### src/core/pc_stack_pkg.sv
// Constants for the program sequencer, return stack and indirect pointer.
// Assumes a 32-bit APB register port and an 8-bit data memory on the core clock.
package pc_stack_pkg;

  // ----------------------------------------------------------------------
  // Widths
  // ----------------------------------------------------------------------
  localparam int PC_W        = 13;
  localparam int UPPER_W     = 5;
  localparam int DATA_W      = 8;
  localparam int DADDR_W     = 9;
  localparam int TARGET_W    = 11;
  localparam int STACK_DEPTH = 8;
  localparam int SP_W        = 3;
  localparam int APB_AW      = 8;
  localparam int APB_DW      = 32;

  // ----------------------------------------------------------------------
  // Register byte offsets
  // ----------------------------------------------------------------------
  localparam logic [7:0] OFS_PCL     = 8'h00;
  localparam logic [7:0] OFS_LATCH   = 8'h04;
  localparam logic [7:0] OFS_WINDOW  = 8'h08;
  localparam logic [7:0] OFS_POINTER = 8'h0c;
  localparam logic [7:0] OFS_BANK    = 8'h10;

  // ----------------------------------------------------------------------
  // Field positions
  // ----------------------------------------------------------------------
  localparam int LATCH_PAGE_HI = 4;
  localparam int LATCH_PAGE_LO = 3;
  localparam int BANK_BIT      = 0;

  // ----------------------------------------------------------------------
  // Values after reset and fixed values
  // ----------------------------------------------------------------------
  localparam logic [12:0] PC_RESET      = 13'h0000;
  localparam logic [12:0] INT_VECTOR    = 13'h0004;
  localparam logic [7:0]  LATCH_RESET   = 8'h00;
  localparam logic [7:0]  POINTER_RESET = 8'h00;
  localparam logic        BANK_RESET    = 1'b0;
  localparam logic [2:0]  SP_RESET      = 3'h0;
  localparam logic [7:0]  SELF_POINTER  = 8'h00;
  localparam logic [7:0]  ZERO_BYTE     = 8'h00;

endpackage : pc_stack_pkg
### src/core/pc_stack_core.sv
// Program counter, circular return stack and indirect data pointer of an 8-bit core.
// Assumes an APB master on core_clk_in and a data memory with combinational read.
//
// Design decisions made here: the APB register port and the register addresses.
`timescale 1ns/1ps

module pc_stack_core
(
  input  wire logic        core_clk_in,      // Core clock, 50 MHz
  input  wire logic        reset_n_in,       // Asynchronous reset, active low
  input  wire logic        psel_in,          // APB select
  input  wire logic        penable_in,       // APB enable
  input  wire logic        pwrite_in,        // APB direction, high for write
  input  wire logic [7:0]  paddr_in,         // APB byte address
  input  wire logic [31:0] pwdata_in,        // APB write data
  output logic      [31:0] prdata_out,       // APB read data
  output logic             pready_out,       // APB ready
  output logic             pslverr_out,      // APB error for unmapped address
  input  wire logic        step_in,          // Advance to next instruction
  input  wire logic        call_in,          // Subroutine call
  input  wire logic        jump_in,          // Unconditional jump instruction
  input  wire logic        return_in,        // Any of the three return instructions
  input  wire logic        interrupt_in,     // Branch to interrupt vector
  input  wire logic [10:0] target_in,        // Call and jump target field
  output logic      [12:0] pc_out,           // Program counter
  output logic      [8:0]  dmem_addr_out,    // Indirect data address
  output logic      [7:0]  dmem_wdata_out,   // Indirect write data
  output logic             dmem_wr_out,      // Indirect write strobe
  input  wire logic [7:0]  dmem_rdata_in     // Data at dmem_addr_out
);

  // ----------------------------------------------------------------------
  // State
  // ----------------------------------------------------------------------
  logic [12:0] pc_r;
  logic [7:0]  latch_r;
  logic [7:0]  pointer_r;
  logic        bank_r;
  logic [2:0]  sp_r;
  logic [12:0] stack_r [pc_stack_pkg::STACK_DEPTH];
  logic [31:0] prdata_r;
  logic [8:0]  wr_addr_r;
  logic [7:0]  wr_data_r;
  logic        wr_r;
  logic        first_r;

  // ----------------------------------------------------------------------
  // APB decode
  // ----------------------------------------------------------------------
  logic setup;
  logic access;
  logic hit_pcl;
  logic hit_latch;
  logic hit_window;
  logic hit_pointer;
  logic hit_bank;
  logic mapped;
  logic wr_access;
  logic pcl_wr;
  logic self_point;

  assign setup       = psel_in & ~penable_in;
  assign access      = psel_in & penable_in;
  assign hit_pcl     = (paddr_in == pc_stack_pkg::OFS_PCL);
  assign hit_latch   = (paddr_in == pc_stack_pkg::OFS_LATCH);
  assign hit_window  = (paddr_in == pc_stack_pkg::OFS_WINDOW);
  assign hit_pointer = (paddr_in == pc_stack_pkg::OFS_POINTER);
  assign hit_bank    = (paddr_in == pc_stack_pkg::OFS_BANK);
  assign mapped      = hit_pcl | hit_latch | hit_window | hit_pointer | hit_bank;
  assign wr_access   = access & pwrite_in & mapped;
  assign pcl_wr      = wr_access & hit_pcl;
  assign self_point  = (pointer_r == pc_stack_pkg::SELF_POINTER);

  assign pready_out  = 1'b1;
  assign pslverr_out = access & ~mapped;
  assign prdata_out  = prdata_r;

  // ----------------------------------------------------------------------
  // Sequencing events, interrupt first
  // ----------------------------------------------------------------------
  logic        int_evt;
  logic        call_evt;
  logic        jump_evt;
  logic        ret_evt;
  logic        push_evt;
  logic [12:0] push_val;
  logic [2:0]  sp_dec;

  assign int_evt  = interrupt_in;
  assign call_evt = call_in & ~interrupt_in;
  assign jump_evt = jump_in & ~interrupt_in & ~call_in;
  assign ret_evt  = return_in & ~interrupt_in & ~call_in & ~jump_in;
  assign push_evt = int_evt | call_evt;
  assign push_val = int_evt ? pc_r : 13'(pc_r + 13'h0001);
  assign sp_dec   = 3'(sp_r - 3'h1);

  // ----------------------------------------------------------------------
  // Program counter
  // ----------------------------------------------------------------------
  always_ff @(posedge core_clk_in or negedge reset_n_in)
  begin
    if (!reset_n_in)
    begin
      pc_r <= pc_stack_pkg::PC_RESET;
    end
    else if (int_evt)
    begin
      pc_r <= pc_stack_pkg::INT_VECTOR;
    end
    else if (call_evt || jump_evt)
    begin
      pc_r <= {latch_r[pc_stack_pkg::LATCH_PAGE_HI:pc_stack_pkg::LATCH_PAGE_LO], target_in};
    end
    else if (ret_evt)
    begin
      pc_r <= stack_r[sp_dec];
    end
    else if (pcl_wr)
    begin
      pc_r <= {latch_r[pc_stack_pkg::UPPER_W-1:0], pwdata_in[7:0]};
    end
    else if (step_in)
    begin
      pc_r <= 13'(pc_r + 13'h0001);
    end
  end

  assign pc_out = pc_r;

  // ----------------------------------------------------------------------
  // Return stack, circular with no flags
  // ----------------------------------------------------------------------
  always_ff @(posedge core_clk_in or negedge reset_n_in)
  begin
    if (!reset_n_in)
    begin
      sp_r <= pc_stack_pkg::SP_RESET;
    end
    else if (push_evt)
    begin
      sp_r <= 3'(sp_r + 3'h1);
    end
    else if (ret_evt)
    begin
      sp_r <= sp_dec;
    end
  end

  for (genvar g = 0; g < pc_stack_pkg::STACK_DEPTH; g++)
  begin : g_stack
    always_ff @(posedge core_clk_in or negedge reset_n_in)
    begin
      if (!reset_n_in)
      begin
        stack_r[g] <= pc_stack_pkg::PC_RESET;
      end
      else if (push_evt && (sp_r == 3'(g)))
      begin
        stack_r[g] <= push_val;
      end
    end
  end

  // ----------------------------------------------------------------------
  // High latch, pointer and bank bit
  // ----------------------------------------------------------------------
  always_ff @(posedge core_clk_in or negedge reset_n_in)
  begin
    if (!reset_n_in)
    begin
      latch_r <= pc_stack_pkg::LATCH_RESET;
    end
    else if (wr_access && hit_latch)
    begin
      latch_r <= pwdata_in[7:0];
    end
  end

  always_ff @(posedge core_clk_in or negedge reset_n_in)
  begin
    if (!reset_n_in)
    begin
      pointer_r <= pc_stack_pkg::POINTER_RESET;
    end
    else if (wr_access && hit_pointer)
    begin
      pointer_r <= pwdata_in[7:0];
    end
  end

  always_ff @(posedge core_clk_in or negedge reset_n_in)
  begin
    if (!reset_n_in)
    begin
      bank_r <= pc_stack_pkg::BANK_RESET;
    end
    else if (wr_access && hit_bank)
    begin
      bank_r <= pwdata_in[pc_stack_pkg::BANK_BIT];
    end
  end

  // ----------------------------------------------------------------------
  // Read data, captured in the setup cycle
  // ----------------------------------------------------------------------
  logic [7:0] rd_byte;

  always_comb
  begin
    rd_byte = pc_stack_pkg::ZERO_BYTE;
    if (hit_pcl)
    begin
      rd_byte = pc_r[7:0];
    end
    else if (hit_latch)
    begin
      rd_byte = latch_r;
    end
    else if (hit_window)
    begin
      rd_byte = self_point ? pc_stack_pkg::ZERO_BYTE : dmem_rdata_in;
    end
    else if (hit_pointer)
    begin
      rd_byte = pointer_r;
    end
    else if (hit_bank)
    begin
      rd_byte = {7'h00, bank_r};
    end
  end

  always_ff @(posedge core_clk_in or negedge reset_n_in)
  begin
    if (!reset_n_in)
    begin
      prdata_r <= 32'h0000_0000;
    end
    else if (setup && !pwrite_in)
    begin
      prdata_r <= {24'h00_0000, rd_byte};
    end
  end

  // ----------------------------------------------------------------------
  // Indirect data path
  // ----------------------------------------------------------------------
  assign dmem_addr_out  = wr_r ? wr_addr_r : {bank_r, pointer_r};
  assign dmem_wdata_out = wr_data_r;
  assign dmem_wr_out    = wr_r;

  always_ff @(posedge core_clk_in or negedge reset_n_in)
  begin
    if (!reset_n_in)
    begin
      wr_r      <= 1'b0;
      wr_addr_r <= 9'h000;
      wr_data_r <= 8'h00;
    end
    else
    begin
      wr_r <= wr_access && hit_window && !self_point;
      if (wr_access && hit_window)
      begin
        wr_addr_r <= {bank_r, pointer_r};
        wr_data_r <= pwdata_in[7:0];
      end
    end
  end

  // ----------------------------------------------------------------------
  // First cycle after reset, for checking only
  // ----------------------------------------------------------------------
  always_ff @(posedge core_clk_in or negedge reset_n_in)
  begin
    if (!reset_n_in)
    begin
      first_r <= 1'b1;
    end
    else
    begin
      first_r <= 1'b0;
    end
  end

  // ----------------------------------------------------------------------
  // Assertions
  // ----------------------------------------------------------------------
  property p_reset_upper;
    @(posedge core_clk_in) disable iff (!reset_n_in)
    first_r |-> (pc_r[12:8] == 5'h00);
  endproperty
  a_reset_upper: assert property (p_reset_upper) else $error("Upper bits not cleared by reset");

  property p_pcl_write;
    @(posedge core_clk_in) disable iff (!reset_n_in)
    (pcl_wr && !interrupt_in && !call_in && !jump_in && !return_in)
      |=> (pc_r == {$past(latch_r[4:0]), $past(pwdata_in[7:0])});
  endproperty
  a_pcl_write: assert property (p_pcl_write) else $error("Low byte write loaded wrong counter");

  property p_call_target;
    @(posedge core_clk_in) disable iff (!reset_n_in)
    (call_evt || jump_evt) |=> (pc_r == {$past(latch_r[4:3]), $past(target_in)});
  endproperty
  a_call_target: assert property (p_call_target) else $error("Call or jump target wrong");

  property p_call_return;
    @(posedge core_clk_in) disable iff (!reset_n_in)
    (call_evt ##1 (ret_evt && !push_evt)) |=> (pc_r == 13'($past(pc_r, 2) + 13'h0001));
  endproperty
  a_call_return: assert property (p_call_return) else $error("Return did not restore call address");

  property p_int_vector;
    @(posedge core_clk_in) disable iff (!reset_n_in)
    int_evt |=> (pc_r == pc_stack_pkg::INT_VECTOR) && (stack_r[$past(sp_r)] == $past(pc_r));
  endproperty
  a_int_vector: assert property (p_int_vector) else $error("Interrupt push or vector wrong");

  property p_latch_stable;
    @(posedge core_clk_in) disable iff (!reset_n_in)
    ((push_evt || ret_evt) && !(wr_access && hit_latch)) |=> $stable(latch_r);
  endproperty
  a_latch_stable: assert property (p_latch_stable) else $error("Stack action changed high latch");

  property p_sp_wrap;
    @(posedge core_clk_in) disable iff (!reset_n_in)
    push_evt |=> (sp_r == 3'($past(sp_r) + 3'h1));
  endproperty
  a_sp_wrap: assert property (p_sp_wrap) else $error("Stack pointer did not wrap by one");

  property p_self_read;
    @(posedge core_clk_in) disable iff (!reset_n_in)
    (setup && !pwrite_in && hit_window && self_point) |=> (prdata_out == 32'h0000_0000);
  endproperty
  a_self_read: assert property (p_self_read) else $error("Self indirect read not zero");

  property p_self_write;
    @(posedge core_clk_in) disable iff (!reset_n_in)
    (wr_access && hit_window) |=> (dmem_wr_out == !$past(self_point))
      && (!dmem_wr_out || dmem_addr_out == {$past(bank_r), $past(pointer_r)});
  endproperty
  a_self_write: assert property (p_self_write) else $error("Indirect write wrong");

  property p_unmapped;
    @(posedge core_clk_in) disable iff (!reset_n_in)
    (access && !mapped) |-> pslverr_out ##1 $stable(latch_r) && $stable(pointer_r);
  endproperty
  a_unmapped: assert property (p_unmapped) else $error("Unmapped access not refused");

  c_call_return: cover property (@(posedge core_clk_in) disable iff (!reset_n_in) call_evt ##[1:20] ret_evt);
  c_interrupt:   cover property (@(posedge core_clk_in) disable iff (!reset_n_in) int_evt);
  c_stack_wrap:  cover property (@(posedge core_clk_in) disable iff (!reset_n_in) push_evt && sp_r == 3'h7);
  c_window_wr:   cover property (@(posedge core_clk_in) disable iff (!reset_n_in) dmem_wr_out);

endmodule : pc_stack_core

### config.mk
export PLATFORM = sky130hd
export DESIGN_NAME = pc_stack_core
export DESIGN_NICKNAME = d
export VERILOG_FILES = /design/src/core/pc_stack_pkg.sv /design/src/core/pc_stack_core.sv
export SDC_FILE = /design/constraint.sdc
export NUM_CORES = 1
export LEC_CHECK = 0
export BUFFER_PORTS_ARGS = -buffer_cell sky130_fd_sc_hd__buf_2
export CAP_MARGIN = 10
export CORE_MARGIN = 2
export CORE_UTILIZATION = 55
export DETAILED_ROUTE_END_ITERATION = 10
export GPL_TIMING_DRIVEN = 0
export PLACE_DENSITY_LB_ADDON = 0.12
export SLEW_MARGIN = 30
export SYNTH_ARGS = -nofsm -noshare
export SYNTH_HDL_FRONTEND = slang
export SYNTH_SLANG_ARGS = --single-unit
### constraint.sdc
create_clock -name core_clk_in -period 3.5 [get_ports core_clk_in]
set_input_delay 0 -clock core_clk_in [delete_from_list [all_inputs] [get_ports core_clk_in]]
set_output_delay 0 -clock core_clk_in [all_outputs]
set_load 0.01 [all_outputs]
Yosys cells after proc, flatten, opt, wreduce, memory -nomap -nowiden
Cells that the tools add are included.
{ "word_totals": {"register_bits": 163, "inputBits": 69, "out_inout_bits": 65, "wordCells": 95} }
{ "classes": {"addsub": 3, "n_lt_le_gt_ge": 1, "n_eq_ne": 11, "muxes": 18, "bitwise": 23, "n_reduce_logical": 22} }
{ "ops": {"columns": ["cell", "count"], "rows": [
  ["$mux 13", 8],
  ["$mux 8", 5],
  ["$bmux 13 s3", 1],
  ["$eq 8x4->1 const B", 2],
  ["$logic_not 8->1", 2],
  ["$logic_and 1x1->1", 14],
  ["$add 13x1->13 const B", 1],
  ["$and 1x1->1", 12],
  ["$eq 3x3->1 const B", 4],
  ["$mux 9", 1],
  ["$eq 8x3->1 const B", 1],
  ["$eq 8x5->1 const B", 1],
  ["$eq 3x2->1 const B", 2],
  ["$mux 3", 2],
  ["$not 1->1", 5],
  ["$or 1x1->1", 5],
  ["$reduce_bool 5->1", 1],
  ["$ge 4x4->1 const B", 1],
  ["$not 3->4", 1],
  ["$add 3x1->3 const B", 1],
  ["$eq 3x1->1 const B", 1],
  ["$logic_not 3->1", 1],
  ["$sub 3x1->3 const B", 1],
  ["$logic_not 1->1", 2],
  ["3 further kinds", 3]
]} }

Depth between registers and ports, before layout
{ "depth": {"ltp_word": 11, "ltp_mapped": 11, "ltp_nobuf": 7} }

Least setup slack after synthesis
Ideal clock, no wire load.
{ "synth_path": {"path_type": "flip-flop to flip-flop", "startpoint": "register sp_r[0]", "endpoint": "register pc_r[2], in the netlist pc_out[2]", "setup_time_ps": 124, "arrival_ps": 2640, "path_slack_ps": 736, "path_stages_with_launch": 11, "n_path_buf": 4, "path_cell_list": "dfrtp_1 -> buf_2 -> buf_2 -> inv_1 -> ha_1 -> buf_2 -> clkbuf_1 -> mux4_2 -> mux2i_1 -> nor2_1 -> o31a_1"} }
{ "synth_between": {"elab_chain_cells": 8} }
{ "synth_rtl": {"columns": ["item", "line", "source"], "rows": [
  ["start, declared", "pc_stack_core.sv:39", "logic [2:0] sp_r;"],
  ["start signal, assigned", "pc_stack_core.sv:137", "sp_r <= pc_stack_pkg::SP_RESET;"],
  ["start signal, assigned", "pc_stack_core.sv:141", "sp_r <= 3'(sp_r + 3'h1);"],
  ["start signal, assigned", "pc_stack_core.sv:145", "sp_r <= sp_dec;"],
  ["$sub 3x1->3", "pc_stack_core.sv:95", "assign sp_dec = 3'(sp_r - 3'h1);"],
  ["$not 3->4 (implied by the code)", "pc_stack_core.sv:116", "pc_r <= stack_r[sp_dec];"],
  ["$bmux 13 s3", "pc_stack_core.sv:116", null],
  ["$mux 13 (implied by the code) (2 in a row)", "pc_stack_core.sv:116", null],
  ["$mux 13", "pc_stack_core.sv:114", "else if (ret_evt)"],
  ["$mux 13", "pc_stack_core.sv:110", "else if (call_evt || jump_evt)"],
  ["$mux 13", "pc_stack_core.sv:106", "else if (int_evt)"],
  ["end signal, assigned", "pc_stack_core.sv:108", "pc_r <= pc_stack_pkg::INT_VECTOR;"],
  ["end signal, assigned", "pc_stack_core.sv:112", "pc_r <= {latch_r[pc_stack_pkg::LATCH_PAGE_HI:pc_stack_pkg::LATCH_PAGE_LO], target_in};"],
  ["end signal, assigned", "pc_stack_core.sv:116", null],
  ["end, declared", "pc_stack_core.sv:35", "logic [12:0] pc_r;"]
]} }
No other way between the ends. The select of a mux whose other input is x is not followed.
A chain may end at the register's enable or synchronous reset.

Worst setup path in the final report
Ends and elaborated chain as after synthesis.

==> out/results.ini <==
[yosys]
synth_simple_gate_area_share=0.134
synth_cell_types=63
synth-main-ff-cell=dfrtp_1
ys_seq_elements=163
synth_top_cell_area_share=0.485
yosysWarnings=0
netlist_instances=780
ys_top_cells_by_area=dfrtp_1 48%, mux4_2 7.0%, o21ai_0 6.3%, nand2_1 5.9%, mux2_2 5.9%
synth_compound_area_frac=0.118
synth_area_leader_cell=dfrtp_1
ys_seq_area_frac=0.485
synth_edf_count=0
yosys.area_share.xor_xnor=0.0269
synthMuxAreaShare=0.159
synth_top_family_by_area=multiplexers
syn_area_per_cell_sq_um=10.8
synthArstFlopShare=1.00
syn-cell-area_sq_um=8410
synthAdderAreaFrac=0.0119

[critical_path]
rrSetupSlack_ps=160
cp.arrival_ps=3660
cpMostUsedCell=buf_2
critPathMaxFanout=10
crit_path_start=sp_r[0]
crit_end=pc_out[2]
crit_chain=buf_2, buf_2, inv_1, ha_1, buf_2, clkbuf_2, mux4_2, mux2i_1, nor2_1, o31a_1
ff2ff_path_depth=10
end_kind=flop
r2r_start=sp_r[0]
cpPeakStageDelay_ps=430
critical_path_class=reg2reg
cp.required_ps=3810
rr_endpoint=pc_out[2]
cp-start-kind=flop
cpMaxStageDelayCell=buf_2

[sta]
tns_ps=0
fmax_mhz=299
hold_slack_ps=29.0
relSlewSlack=0.419
hold_violations=0
period_share=0.955
fin_crit_ps=3340
skew_ps=8.74
setup_viol=0
worst_pin_slew_ps=865
slew_viol_final=0
rsz0062_at_grt=false

[outcome]
outcome=completed

[finish]
antenna_cells=0
design_area_sq_um=10200
fill_cells=1122
nNetsFinal=1021
layout-drive-gt1-share=0.277
syn_to_final_growth_pct=21.4
stdcell_count=1145

[place]
dp_cells=1076
portBuffers=83
place_congestion=0.890
dpl-instance-area_sq_um=9220
hpwl_um=16000

[die]
dieArea_sq_um=16300
core_sq_um=15100
initial_core_util=0.558
die_y_um=128
dieWidth_um=128
ioPinCount=134
num_rows=45

[clocking]
cts_made_buffers=17
clock_path_buffers=2
clk_latency_ps=440
clkTransAtPathRegs_ps=70
root_buffer=clkbuf_16
clock_sinks=163
htree_levels=4
cts_tree=built

[power_and_ir_drop]
p_leak_nw=4.78
ir_drop_mv=0.547
power-per-cell-area_nw_per_um2=717

[global_routing]
grt_start_max_net_pins=60
use_met1=0.353
grt_overflow=0
grt_pass1_wl_um=35800
use_met2=0.511
first_global_vias=6712
track_usage=0.288
top_usage_layer=met2
antenna_found_initial=0
grtUsageMet3=0.0501

[route]
first_pass_iters=5
via_per_inst=5.80
detail-route-antenna-nets=0
wl_per_cell_um=19.8
drt_iter0_drc=562
totalWireLength_um=22600
remaining_drc_errors=0
via_count=6638

[hold_path]
hold_path.class=in2reg

[job]
cap_violations=0

-- kinds of logic after synthesis --
| kind of cell | after synthesis |
|---|---|
| adder cells (fa/ha/maj) | 8 |
| flip-flops | 163 |
| other | 2 |
| AO/OA/AOI/OAI | 177 |
| AND/OR/NAND/NOR | 238 |
| XOR/XNOR | 25 |
| buffers and inverters | 76 |
| multiplexers | 91 |
-- worst max-delay path: cells and delay by family (launching register included) --
kind / cells / cell delay [ps]
muxes: 2 / 610
buffers and inverters: 5 / 1570
and+or+nand+nor: 1 / 60
adders and majority gates: 1 / 310
AOI/OAI and AO/OA: 1 / 290
DFF: 1 / 380
-- metal layers --
metal	wire length (um)	part of all wire	vias up
li1	-	-	3035
met1	9260	0.41	3303
met2	11700	0.52	250
met3	1080	0.048	50
met4	608	0.027	0
met5	0	0	-
-- sequential cells by signal, summed over array words and instances (netlist names) --
register	flops
pc_out	13
bank_r	1
stack_r	104
sp_r	3
pointer_r	8
latch_r	8
prdata_out	8
dmem_wr_out	1
wr_addr_r	9
dmem_wdata_out	8
-- placed cells by master (no fill, tap or decap), types with 4 or more instances in the layout --
cell	netlist	final
o21ai_1	20	20
dlygate4sd3_1	0	37
bufinv_16	0	4
xor2_1	9	9
conb_1	2	25
nor3_1	4	4
and3_1	5	5
mux2_2	44	44
a221oi_1	8	8
mux2i_1	12	12
ha_1	8	8
nand3_1	9	9
buf_6	8	8
mux2_4	9	9
buf_2	8	90
a31oi_1	8	8
xnor2_1	15	15
or2_2	4	4
clkbuf_16	0	17
o21ai_0	106	106
mux4_2	26	26
a21oi_1	15	15
dfrtp_1	163	163
nor4_1	4	4
inv_1	5	5
nand2_1	132	132
a21o_1	5	5
clkbuf_8	3	4
nor2_1	51	51
buf_4	26	26
clkbuf_1	23	23
-- synth_stat cells (all sizes together) (7+ instances only) --
cell    instances
dfrtp         163
nand2         133
o21ai         126
mux2           53
nor2           52
buf            44
clkbuf         26
mux4           26
xnor2          16
a21oi          15
mux2i          12
nand3          11
a31oi           9
xor2            9
a221oi          8
ha              8
nor3            7
nor4            7
-- stage by stage --
| step | total power [mW] | util | setup WS, ps |
|---|---|---|---|
| after floorplan | 4.48 | - | 736 |
| after global placement | 5.11 | 0.606 | 10.6 |
| after detailed placement | 5.28 | 0.611 | -90.3 |
| after CTS | 7.31 | 0.677 | 154 |
| after global routing | 7.69 | 0.677 | 10.4 |
| final | 7.32 | 0.677 | 156 |
-- how the worst min path moves through the flow --
stage / from / endpoint / slack, ps / cells after the start
CTS: jump_in / pc_out[5] / 2 / 4
finish: jump_in / pc_out[5] / 30 / 4
global placement: target_in[1] / pc_out[1] / 250 / 3
global route: jump_in / pc_out[5] / 50 / 4
floorplan: reset_n_in / bank_r / -300 / 0
detailed placement: reset_n_in / dmem_wdata_out[5] / -70 / 1
-- timing repair --
action                     CTS  global route
buffers inserted             0             0
gates resized for setup      2             0
hold endpoints to repair   149             0
hold buffers                37             0
setup endpoints to repair   10             0
-- final cells by class --
| type | instances | area [sq um] | share of cell area |
|---|---|---|---|
| inverter | 5 | 18.8 | 0.00184 |
| clock inverter | 12 | 179 | 0.0175 |
| multi-input combinational | 564 | 3880 | 0.380 |
| buffer | 71 | 528 | 0.0517 |
| timing repair buffer | 122 | 851 | 0.0833 |
| sequential | 163 | 4080 | 0.399 |
| clock buffer | 20 | 447 | 0.0437 |
| tap | 188 | 235 | 0.0230 |
-- power by group --
group | leakage [nW] | internal (mW) | switching [mW]
registers | 2.15 | 2.46 | 0.338
logic | 2.33 | 1.14 | 1.40
clock network | 0.297 | 1.21 | 0.770
No activity file was read; power rests on OpenSTA's default activity.
